--- src/lmr_cfg.svh ---
`ifndef LMR_CFG_SVH
`define LMR_CFG_SVH

// Register indices; byte address on the bus is four times the index
`define LMR_IDX_PTR 8'h4C
`define LMR_IDX_PWR 8'h4D
`define LMR_IDX_LV 8'h4E
`define LMR_IDX_LC 8'h4F
`define LMR_IDX_TIP 8'h50
`define LMR_IDX_RING 8'h51
`define LMR_IDX_BATA 8'h52
`define LMR_IDX_BATB 8'h53
`define LMR_IDX_Q1CUR 8'h54
`define LMR_IDX_CTRL 8'h5F

// Field positions
`define LMR_POL_BIT 6
`define LMR_MAG_MSB 5
`define LMR_PTR_MSB 2
`define LMR_EXT_EN_BIT 0

// Reset values
`define LMR_RST_SENSE 8'h00
`define LMR_RST_PTR 3'h0
`define LMR_RST_EXT_EN 1'b0

// Full-scale codes
`define LMR_MAG_MAX 6'h3F
`define LMR_CNT_MAX 8'hFF

// Slave answers one cycle after the access phase starts
`define LMR_WAIT_CYCLES 1

`endif

--- src/lmr_pkg.sv ---
`include "lmr_cfg.svh"

package lmr_pkg;

    // Bus handshake states
    typedef enum logic [0:0] {
        LMR_IDLE = 1'b0,
        LMR_RESP = 1'b1
    } lmr_apb_e;

    // Power pointer codes, one per external transistor
    typedef enum logic [2:0] {
        LMR_Q1 = 3'b000,
        LMR_Q2 = 3'b001,
        LMR_Q3 = 3'b010,
        LMR_Q4 = 3'b011,
        LMR_Q5 = 3'b100,
        LMR_Q6 = 3'b101
    } lmr_ptr_e;

    typedef logic [11:0] lmr_addr_t;
    typedef logic [7:0] lmr_byte_t;

    // Whole state of the readout block
    typedef struct packed {
        lmr_apb_e apb_state;
        logic [31:0] prdata;
        logic pready;
        logic pslverr;
        logic [2:0] ptr;
        logic ext_en;
        logic seen;
        logic [5:0][7:0] pwr;
        lmr_byte_t lv;
        lmr_byte_t lc;
        lmr_byte_t tip;
        lmr_byte_t ring;
        lmr_byte_t bata;
        lmr_byte_t batb;
        lmr_byte_t q1_cur;
    } lmr_state_s;

endpackage

--- src/lmr_readout.sv ---
// The APB interface to the registers was decided locally.
`timescale 1ns/10ps
`include "lmr_cfg.svh"

// Overview of operation
// (RL1) Power result shows selected transistor's live power
// (RL2) Pointer codes 000..101 select Q1..Q6
// (RL3) Q1,Q2,Q5,Q6 power saturates at 0xFF full scale
// (RL4) Q3,Q4 power saturates at 0xFF full scale
// (RL5) Loop voltage bit6 polarity, bit7 zero
// (RL6) Loop voltage bits5:0 unsigned magnitude, clamped
// (RL7) Loop current bit6 direction, bit7 zero
// (RL8) Loop current bits5:0 unsigned magnitude, clamped
// (RL9) Tip register holds live tip voltage count
// (RL10) Ring register holds live ring voltage count
// (RL11) Two battery registers hold same battery count
// (RL12) First-transistor current register holds live count
// (RL13) Extended feed enabled removes extended feed current
// (RL14) Sense writes ignored; reads give latest sample
// (RL15) Sense registers read zero until first sample
module lmr_readout (
    input wire logic clk_sys_i,
    input wire logic rst_b_i,
    input wire logic ce_i,
    input wire logic psel_i,
    input wire logic penable_i,
    input wire logic pwrite_i,
    input wire lmr_pkg::lmr_addr_t paddr_i,
    input wire logic [31:0] pwdata_i,
    input wire logic meas_valid_i,
    input wire logic [5:0][8:0] meas_power_i,
    input wire logic signed [7:0] meas_loop_v_i,
    input wire logic signed [7:0] meas_loop_i_i,
    input wire logic [7:0] meas_tip_i,
    input wire logic [7:0] meas_ring_i,
    input wire logic [7:0] meas_bat_i,
    input wire logic [7:0] meas_q1_cur_i,
    input wire logic [7:0] meas_ext_feed_i,
    output logic [31:0] prdata_o,
    output logic pready_o,
    output logic pslverr_o,
    output logic ext_feed_en_o
);
    import lmr_pkg::*;

    // Registered state and its next value
    lmr_state_s s;
    lmr_state_s next_s;
    // Power codes after saturation, one per transistor
    logic [5:0][7:0] pwr_sat;

    // Register index from a byte address
    function automatic lmr_byte_t lmr_index(input lmr_addr_t a);
        return a[9:2];
    endfunction

    // Aligned, in range and naming a register of this block
    function automatic logic lmr_mapped(input lmr_addr_t a);
        logic hit;
        hit = 1'b0;
        if (a[1:0] == 2'b00 && a[11:10] == 2'b00) begin
            case (lmr_index(a))
                `LMR_IDX_PTR, `LMR_IDX_PWR, `LMR_IDX_LV, `LMR_IDX_LC,
                `LMR_IDX_TIP, `LMR_IDX_RING, `LMR_IDX_BATA, `LMR_IDX_BATB,
                `LMR_IDX_Q1CUR, `LMR_IDX_CTRL: hit = 1'b1;
                default: hit = 1'b0;
            endcase
        end
        return hit;
    endfunction

    // Clamp a signed reading to sign bit plus six-bit magnitude
    function automatic lmr_byte_t lmr_sign_mag(input logic signed [7:0] v);
        logic [7:0] mag;
        logic neg;
        neg = v[7];
        mag = neg ? 8'(-v) : 8'(v);
        // Most negative input has a magnitude of 128; clamp it too
        if (neg && v == 8'sh80) begin
            mag = 8'hFF;
        end
        if (mag > {2'b00, `LMR_MAG_MAX}) begin
            mag = {2'b00, `LMR_MAG_MAX};
        end
        return {1'b0, neg, mag[`LMR_MAG_MSB:0]};
    endfunction

    // Power of whichever transistor the pointer names
    function automatic lmr_byte_t lmr_power_sel(input lmr_state_s st);
        lmr_byte_t val;
        case (st.ptr)
            LMR_Q1: val = st.pwr[0];
            LMR_Q2: val = st.pwr[1];
            LMR_Q3: val = st.pwr[2];
            LMR_Q4: val = st.pwr[3];
            LMR_Q5: val = st.pwr[4];
            LMR_Q6: val = st.pwr[5];
            // Undefined codes read a quiet zero
            default: val = 8'h00;
        endcase
        return val;
    endfunction

    // Read multiplexer
    function automatic logic [31:0] lmr_read(input lmr_state_s st, input lmr_addr_t a);
        logic [31:0] d;
        d = 32'h0000_0000;
        case (lmr_index(a))
            `LMR_IDX_PTR: d = {29'h0, st.ptr};
            `LMR_IDX_PWR: d = {24'h0, lmr_power_sel(st)}; // [RL1]
            `LMR_IDX_LV: d = {24'h0, st.lv};
            `LMR_IDX_LC: d = {24'h0, st.lc};
            `LMR_IDX_TIP: d = {24'h0, st.tip};
            `LMR_IDX_RING: d = {24'h0, st.ring};
            `LMR_IDX_BATA: d = {24'h0, st.bata};
            `LMR_IDX_BATB: d = {24'h0, st.batb};
            `LMR_IDX_Q1CUR: d = {24'h0, st.q1_cur};
            `LMR_IDX_CTRL: d = {31'h0, st.ext_en};
            default: d = 32'h0000_0000;
        endcase
        return d;
    endfunction

    // Saturate each transistor's raw power; both scale groups top out at 0xFF
    generate
        for (genvar q = 0; q < 6; q++) begin : g_pwr
            always_comb begin
                if (meas_power_i[q] > {1'b0, `LMR_CNT_MAX}) begin
                    pwr_sat[q] = `LMR_CNT_MAX; // [RL3] [RL4]
                end else begin
                    pwr_sat[q] = meas_power_i[q][7:0];
                end
            end
        end
    endgenerate

    // Next-state logic: sample capture and the bus slave
    always_comb begin
        next_s = s;
        // Whole sample latched together so a read never mixes two samples
        if (meas_valid_i) begin
            next_s.seen = 1'b1;
            next_s.pwr = pwr_sat;
            next_s.lv = lmr_sign_mag(meas_loop_v_i); // [RL5] [RL6]
            next_s.lc = lmr_sign_mag(meas_loop_i_i); // [RL7] [RL8]
            next_s.tip = meas_tip_i; // [RL9]
            next_s.ring = meas_ring_i; // [RL10]
            next_s.bata = meas_bat_i; // [RL11]
            next_s.batb = meas_bat_i; // [RL11]
            // Floor at zero so a noisy extended-feed reading cannot wrap
            if (s.ext_en) begin
                if (meas_q1_cur_i > meas_ext_feed_i) begin
                    next_s.q1_cur = meas_q1_cur_i - meas_ext_feed_i; // [RL13]
                end else begin
                    next_s.q1_cur = 8'h00; // [RL13]
                end
            end else begin
                next_s.q1_cur = meas_q1_cur_i; // [RL12]
            end
        end
        case (s.apb_state)
            LMR_IDLE: begin
                next_s.pready = 1'b0;
                next_s.pslverr = 1'b0;
                // Access phase seen: answer on the next cycle
                if (psel_i && penable_i) begin
                    next_s.apb_state = LMR_RESP;
                    next_s.pready = 1'b1;
                    next_s.pslverr = !lmr_mapped(paddr_i);
                    if (!pwrite_i && lmr_mapped(paddr_i)) begin
                        next_s.prdata = lmr_read(s, paddr_i); // [RL14]
                    end else begin
                        next_s.prdata = 32'h0000_0000;
                    end
                end
            end
            LMR_RESP: begin
                next_s.apb_state = LMR_IDLE;
                next_s.pready = 1'b0;
                next_s.pslverr = 1'b0;
                next_s.prdata = 32'h0000_0000;
                // Write lands on the edge where the master sees pready
                if (psel_i && penable_i && pwrite_i && !s.pslverr) begin
                    case (lmr_index(paddr_i))
                        `LMR_IDX_PTR: next_s.ptr = pwdata_i[`LMR_PTR_MSB:0]; // [RL2]
                        `LMR_IDX_CTRL: next_s.ext_en = pwdata_i[`LMR_EXT_EN_BIT];
                        // Sense registers are read-only; writes drop here
                        default: next_s.ptr = s.ptr; // [RL14]
                    endcase
                end
            end
            default: begin
                next_s.apb_state = LMR_IDLE;
                next_s.pready = 1'b0;
            end
        endcase
    end

    // State register; clock enable freezes everything
    always_ff @(posedge clk_sys_i or negedge rst_b_i) begin
        if (!rst_b_i) begin
            s <= '0;
            s.ptr <= `LMR_RST_PTR;
            s.ext_en <= `LMR_RST_EXT_EN;
            s.lv <= `LMR_RST_SENSE; // [RL15]
            s.tip <= `LMR_RST_SENSE; // [RL15]
            s.ring <= `LMR_RST_SENSE; // [RL15]
            s.batb <= `LMR_RST_SENSE; // [RL15]
        end else if (ce_i) begin
            s <= next_s;
        end
    end

    // Outputs straight from flip-flops
    assign prdata_o = s.prdata;
    assign pready_o = s.pready;
    assign pslverr_o = s.pslverr;
    assign ext_feed_en_o = s.ext_en;
endmodule

--- config.mk ---
export PLATFORM = sky130hd
export DESIGN_NAME = lmr_readout
export DESIGN_NICKNAME = d
export VERILOG_FILES = /design/src/lmr_pkg.sv /design/src/lmr_readout.sv
export VERILOG_INCLUDE_DIRS = /design/src
export SDC_FILE = /design/constraint.sdc
export NUM_CORES = 1
export LEC_CHECK = 0
export CORE_MARGIN = 1.5
export CORE_UTILIZATION = 50
export DETAILED_ROUTE_END_ITERATION = 6
export DONT_BUFFER_PORTS = 1
export PLACE_DENSITY = 0.72
export SLEW_MARGIN = 20
export SYNTH_ARGS = -nofsm -noshare
export SYNTH_HDL_FRONTEND = slang
export SYNTH_SLANG_ARGS = --single-unit
--- constraint.sdc ---
create_clock -name clk_sys_i -period 4.3 [get_ports clk_sys_i]
set_input_delay 0 -clock clk_sys_i [delete_from_list [all_inputs] [get_ports clk_sys_i]]
set_output_delay 0 -clock clk_sys_i [all_outputs]
set_load 0.005 [all_outputs]
* Word level (Yosys, flattened, before mapping) *
Index checks and enable logic that the tools add are counted.

word-level totals
  flip-flop bits (word level) = 133
  bits in latches = 0
  memory bits (writable) = 0
  bits in read-only memories = 0
  bits of input ports = 161
  memories kept = 0

cells by class
  add/subtract/negate cells = 3
  multipliers = 0
  div/mod/pow operators = 0
  magnitude comparators = 9
  equality and inequality tests = 18
  shift-type cells = 0
  muxes and demuxes = 25
  bitwise operators = 1
  reductions and logical operators = 19

operator list
  kind                                                                             count
  8-bit two-way mux                                                                14
  8-bit by 7-bit equality test with 1-bit output, second input constant            10
  8-bit case mux with 9 select lines                                               1
  35-bit case mux with 2 select lines                                              1
  9-bit by 8-bit greater-than comparator with 1-bit output, second input constant  6
  8-bit case mux with 6 select lines                                               1
  35-bit two-way mux                                                               1
  32-bit two-way mux                                                               1
  8-bit equality test, second input constant                                       2
  8-bit by 6-bit greater-than comparator with 1-bit output, second input constant  2
  8-bit negation                                                                   2
  6-bit two-way mux                                                                2
  10-bit OR reduction                                                              1
  8-bit greater-than comparator                                                    1
  4-bit AND reduction                                                              2
  8-bit subtractor                                                                 1
  1-bit logical AND                                                                7
  3-bit by 2-bit equality test with 1-bit output, second input constant            2
  3-bit equality test, second input constant                                       2
  2-bit logical NOT                                                                2
  1-bit two-way mux                                                                4
  2-bit AND reduction                                                              2
  3-bit by 1-bit equality test with 1-bit output, second input constant            1
  1-bit logical NOT                                                                3
  4 further kinds                                                                  4

* Longest topological paths before layout *
  depth after elaboration = 10
  mapped depth = 9

* Worst setup path after synthesis *
Ideal clock, no wire load.

  kind = input-to-reg
  from = in meas_q1_cur_i[0]
  to = reg s[1] (netlist name)
  setup time = 126 ps
  arrival time = 1523 ps
  required time = 4174 ps
  path slack = 2651 ps
  stages = 9
  cell sequence = inv_1 > ha_1 > inv_1 > fa_1 > a211o_1 > a21oi_1 > a211oi_2 > a221oi_1 > nor2_1

between the ends
  longest elaborated chain between the ends = 3
  elaborated cells on any way between the ends = 4
  classes of those cells = add/sub (1); order compare (1); mux (2)

RTL lines
  what                                                                      line                                    text
  from (decl)                                                               lmr_readout.sv:37                       input wire logic [7:0] meas_q1_cur_i,
  8-bit subtractor / 8-bit greater-than comparator (equally long branches)  lmr_readout.sv:153, lmr_readout.sv:152
  8-bit two-way mux (*)                                                     lmr_readout.sv:152                      if (meas_q1_cur_i > meas_ext_feed_i) begin
  8-bit two-way mux (*)                                                     lmr_readout.sv:151                      if (s.ext_en) begin
  to (signal assigned)                                                      lmr_readout.sv:210                      s <= next_s;
  to (decl)                                                                 lmr_readout.sv:47                       lmr_state_s s;

Every way passes the cells marked *; elsewhere a longest branch is shown, timed or not.
A chain may end at the register's enable or synchronous reset.

* Worst setup path in the final report *
  from = in paddr_i[6]
  to = reg s (netlist bit ext_feed_en_o)

between the ends
  longest elaborated chain between the ends = 2

RTL lines
  what                                            line                text
  from (decl)                                     lmr_readout.sv:28   input wire lmr_pkg::lmr_addr_t paddr_i,
  8-bit by 7-bit equality test with 1-bit output  lmr_readout.sv:184  case (lmr_index(paddr_i))
  4-bit AND reduction (no line)                   n/a

Every way passes these cells.

==> key figures <==
GRT
  – Pin count of the biggest net entering global routing: 109
  – Initial antenna violation count: 0
  – All-layer global routing usage: 27.1%
  – Aggregate global routing overflow: 0
  – Via count of the first global-routing pass: 5571
  – Global-route wire length before repair: 27400 µm

Die
  – Height of the die: 114 µm
  – Total number of placement rows: 40
  – I/O pin count: 196
  – Core footprint: 12000 µm²
  – Starting density of the core: 51.1%
  – Die X-Extent: 114 µm
  – Die ar.: 12900 µm²

Clocking
  – Largest buffer count on any clock path: 2
  – Clk pin slew, worst setup/hold paths: 0.07 ns
  – Latest clock arrival within the worst-skew pair: 0.35 ns
  – Root buf cell: sky130_fd_sc_hd__clkbuf_16
  – Depth of the CTS H-tree: 3
  – Post-CTS resize count: 0
  – Clock Sink Count: 108
  – Total clock buffers created by CTS: 9
  – Clock tree from TritonCTS: yes

Timing
  – Final Setup Violations: 0
  – Max Slew Vio Count: 0
  – Transition at the pin with the smallest max-transition slack: 0.847 ns
  – Setup WS post-layout: 2.06 ns
  – Post-layout minimum cycle time: 2.24 ns
  – Max transition margin: 43.5%
  – Hold slack final: 0.0165 ns
  – Setup skew after layout: 0.0100 ns
  – Setup repair after global routing missed its margin: false
  – Number of hold violations in the final report: 0
  – Peak Freq: 446 MHz
  – Setup TNS after final layout: 0 ns
  – Post-route clock period utilization: 52.1%

Worst setup path
  – Register-to-Register Path Depth: 6
  – Crit path launch type: input port
  – Critical Path Max Stage Delay: 0.69 ns
  – Type of the worst setup path: input port to flop
  – End of the worst register-to-register path: prdata_o[3]
  – Cell breakdown of the critical path: dlygate4sd3_1, nand2_1, nor3_1, dlygate4sd3_1, nand2_1, dlygate4sd3_1, mux2_2
  – Crit path capture type: flop
  – Source of the worst register-to-register timing path: s[106]
  – Endpoint arrival time on the critical path: 2.47 ns
  – CP Max Fanout: 3
  – Dominant delay contributor by cell family on the critical path: buffers and inverters
  – Slowest cell on the critical path: sky130_fd_sc_hd__dlygate4sd3_1
  – Reg-to-reg setup timing slack: 2.09 ns
  – Most frequent cell on the critical path: sky130_fd_sc_hd__dlygate4sd3_1
  – Sum of buffers and inverters on the critical path: 3
  – Required time of the critical path: 4.53 ns

Power
  – Highest ir drop seen on vdd: 0.000194 V
  – Total power density per cell area: 331 nW/µm²
  – Leakage Power: 3.51 nW
  – Total power consumption of the routed design: 2.62 mW

Min path
  – Critical hold path startpoint: penable_i
  – Kind of path behind the tightest hold check: input port to flop
  – Hold Crit Depth: 3
  – End of the worst hold path: pslverr_o

Route
  – Routed wirelength normalized by instance count: 18.0 µm
  – Vias per inst: 5.71
  – First-pass iteration count of the detailed router: 5
  – Post-detailed-route DRC marker count: 0
  – Detailed-route via count: 5570
  – Detailed Route WL: 17500 µm
  – Post-DRT Antenna Nets: 0
  – Drt initial violations: 345

Place
  – Final weighted congestion of routability-driven global placement: 0.851
  – Port buffer count: 0
  – Dpl hpwl: 10900 µm
  – Dpl cell area: 6000 µm²
  – Post-placement setup slack: 2.13 ns
  – Number of cells after detailed placement: 803

Job
  – Max-cap violation count: 0

Layout
  – Final cell utilization of the core: 66.2%
  – Number of fill cells in the layout: 887
  – Fin nets: 995
  – Diode insertion count for antenna repair: 0
  – Final instance area: 7920 µm²
  – Finished Layout Cells: 975
  – Layout Area Growth over Synthesis: 29.4%
  – Fraction of layout cells with a size suffix above 1: 4.47%

Synth
  – Top post-synthesis cells by area: sky130_fd_sc_hd__dfrtp_1 44%, sky130_fd_sc_hd__nand2_1 12%, sky130_fd_sc_hd__o21ai_0 5.3%
  – Area share of the largest cell type after synthesis: 44.2%
  – Synthesized cell area: 6120 µm²
  – Count of different cell masters after synthesis: 69
  – Number of instances in the synthesized netlist: 695
  – Dominant register cell in the synthesized netlist: sky130_fd_sc_hd__dfrtp_1
  – Number of enable-type register cells in the synthesized netlist: 0
  – Fraction of synthesis flops using an asynchronous set or reset pin: 100%
  – Syn_area_per_cell: 8.80 µm²
  – Dominant cell type by area after synthesis: sky130_fd_sc_hd__dfrtp_1
  – Seq/Total Area, Yosys: 44.2%
  – Number of warning messages in the yosys log: 0
  – Number of register bits inferred by synthesis: 108

Outcome
  – Run status: finished, final reports clean
## where the power goes
group          total (mW)  internal (mW)  switching, mW
Sequential           1.21           1.13         0.0748
Clock               0.936          0.569          0.366
Combinational       0.475          0.234          0.241
Total                2.62           1.94          0.682
## cells by family (layout without fill, tap and decap cells)
logic type,count (synthesis),count (layout),synth area share [%]
AOI/OAI and AO/OA,173,173,18.2
xor gates and xnor gates,10,10,1.43
adders and majority gates,11,11,2.37
buffers and inverters,86,196,8.10
DFF,108,108,44.2
muxes,38,38,6.75
other,1,24,0.0613
and+or+nand+nor,268,268,18.9
## metal layers
metal	GRT usage [%]	vias up	part of all wire, %
li1	-	2598	-
met1	33.6	2669	41
met2	47.2	262	50
met3	5.10	41	7.4
met4	10.5	0	2.4
met5	0	-	0
## layout by cell type (no fill, tap or decap), types with 7 or more instances in the layout
cell / count
sky130_fd_sc_hd__mux2i_1: 21
sky130_fd_sc_hd__ha_1: 10
sky130_fd_sc_hd__o22ai_1: 7
sky130_fd_sc_hd__mux2_1: 10
sky130_fd_sc_hd__nand2_1: 194
sky130_fd_sc_hd__a21oi_1: 23
sky130_fd_sc_hd__dlygate4sd3_1: 155
sky130_fd_sc_hd__inv_1: 20
sky130_fd_sc_hd__dfrtp_1: 108
sky130_fd_sc_hd__o21ai_0: 65
sky130_fd_sc_hd__nand2b_1: 7
sky130_fd_sc_hd__nor2_1: 28
sky130_fd_sc_hd__clkbuf_16: 9
sky130_fd_sc_hd__o21ai_1: 7
sky130_fd_sc_hd__conb_1: 24
sky130_fd_sc_hd__o22a_1: 7
sky130_fd_sc_hd__a22oi_1: 11
## worst max path at each step
stage,startpoint,to,slack [ns],depth (start not counted)
global placement,s[106],prdata_o[4],2.17,6
detailed placement,s[106],prdata_o[4],2.13,6
CTS,paddr_i[6],ext_feed_en_o,2.10,7
global route,paddr_i[6],ext_feed_en_o,1.98,7
finish,paddr_i[6],ext_feed_en_o,2.06,7
floorplan,meas_q1_cur_i[0],s[1],2.65,9
## cell usage after synthesis (2+ instances only)
| library cell | count |
|---|---|
| sky130_fd_sc_hd__dfrtp_1 | 108 |
| sky130_fd_sc_hd__o21ai_1 | 7 |
| sky130_fd_sc_hd__and2_1 | 2 |
| sky130_fd_sc_hd__o31ai_1 | 3 |
| sky130_fd_sc_hd__clkbuf_1 | 21 |
| sky130_fd_sc_hd__xor2_1 | 6 |
| sky130_fd_sc_hd__nor2_1 | 28 |
| sky130_fd_sc_hd__buf_4 | 34 |
| sky130_fd_sc_hd__mux2_1 | 10 |
| sky130_fd_sc_hd__nor2b_1 | 4 |
| sky130_fd_sc_hd__mux2_2 | 6 |
| sky130_fd_sc_hd__mux2i_1 | 21 |
| sky130_fd_sc_hd__a211oi_1 | 4 |
| sky130_fd_sc_hd__a22oi_1 | 11 |
| sky130_fd_sc_hd__a31oi_1 | 4 |
| sky130_fd_sc_hd__buf_2 | 4 |
| sky130_fd_sc_hd__xnor2_1 | 4 |
| sky130_fd_sc_hd__o22ai_1 | 7 |
| sky130_fd_sc_hd__a221o_1 | 3 |
| sky130_fd_sc_hd__o21a_1 | 4 |
| sky130_fd_sc_hd__and3_1 | 4 |
| sky130_fd_sc_hd__or3_1 | 5 |
| sky130_fd_sc_hd__o21ai_0 | 65 |
| sky130_fd_sc_hd__a22o_1 | 6 |
| sky130_fd_sc_hd__nand2b_1 | 7 |
| sky130_fd_sc_hd__inv_1 | 20 |
| sky130_fd_sc_hd__a2bb2oi_1 | 3 |
| sky130_fd_sc_hd__nand2_1 | 195 |
| sky130_fd_sc_hd__nand3_1 | 6 |
| sky130_fd_sc_hd__nor3_1 | 3 |
| sky130_fd_sc_hd__ha_1 | 10 |
| sky130_fd_sc_hd__a21oi_1 | 23 |
| sky130_fd_sc_hd__o2bb2ai_1 | 3 |
| sky130_fd_sc_hd__nor3b_1 | 3 |
| sky130_fd_sc_hd__a32oi_1 | 2 |
| sky130_fd_sc_hd__buf_6 | 4 |
| sky130_fd_sc_hd__a21o_1 | 4 |
| sky130_fd_sc_hd__o221ai_1 | 2 |
| sky130_fd_sc_hd__o22a_1 | 7 |
| sky130_fd_sc_hd__a221oi_1 | 3 |
## repair_timing
action                                  in CTS  in global routing
setup buffers                                0                  0
hold buffers                               156                  0
endpoints found under the hold margin      213                  0
endpoints found under the setup margin       0                  0
## cell type report
class                   instances  area (µm²)  area share (%)
clock buffers                  10         229            2.89
flip-flops and latches        108        2700            34.1
inverters                      21        78.8           0.996
repair buffers                159        1600            20.2
multi-input cells             524        3010            38.0
well taps                     147         184            2.32
clock inverters                 6         113            1.42
## worst register-to-register path, delay by kind of cell, from the launching register on
| family | cells | cell delay (ns) |
|---|---|---|
| AO/OA/AOI/OAI | 3 | 0.57 |
| flip-flops | 1 | 0.54 |
| multiplexers | 1 | 0.39 |
| buffers and inverters | 1 | 0.38 |
| AND/OR/NAND/NOR | 1 | 0.22 |
## state kept, by name, summed over array words and instances, names as in the netlist
| register | cells |
|---|---|
| s | 98 |
| prdata_o | 8 |
| ext_feed_en_o | 1 |
| pslverr_o | 1 |
Note: power is estimated with default switching activity, not from simulation.
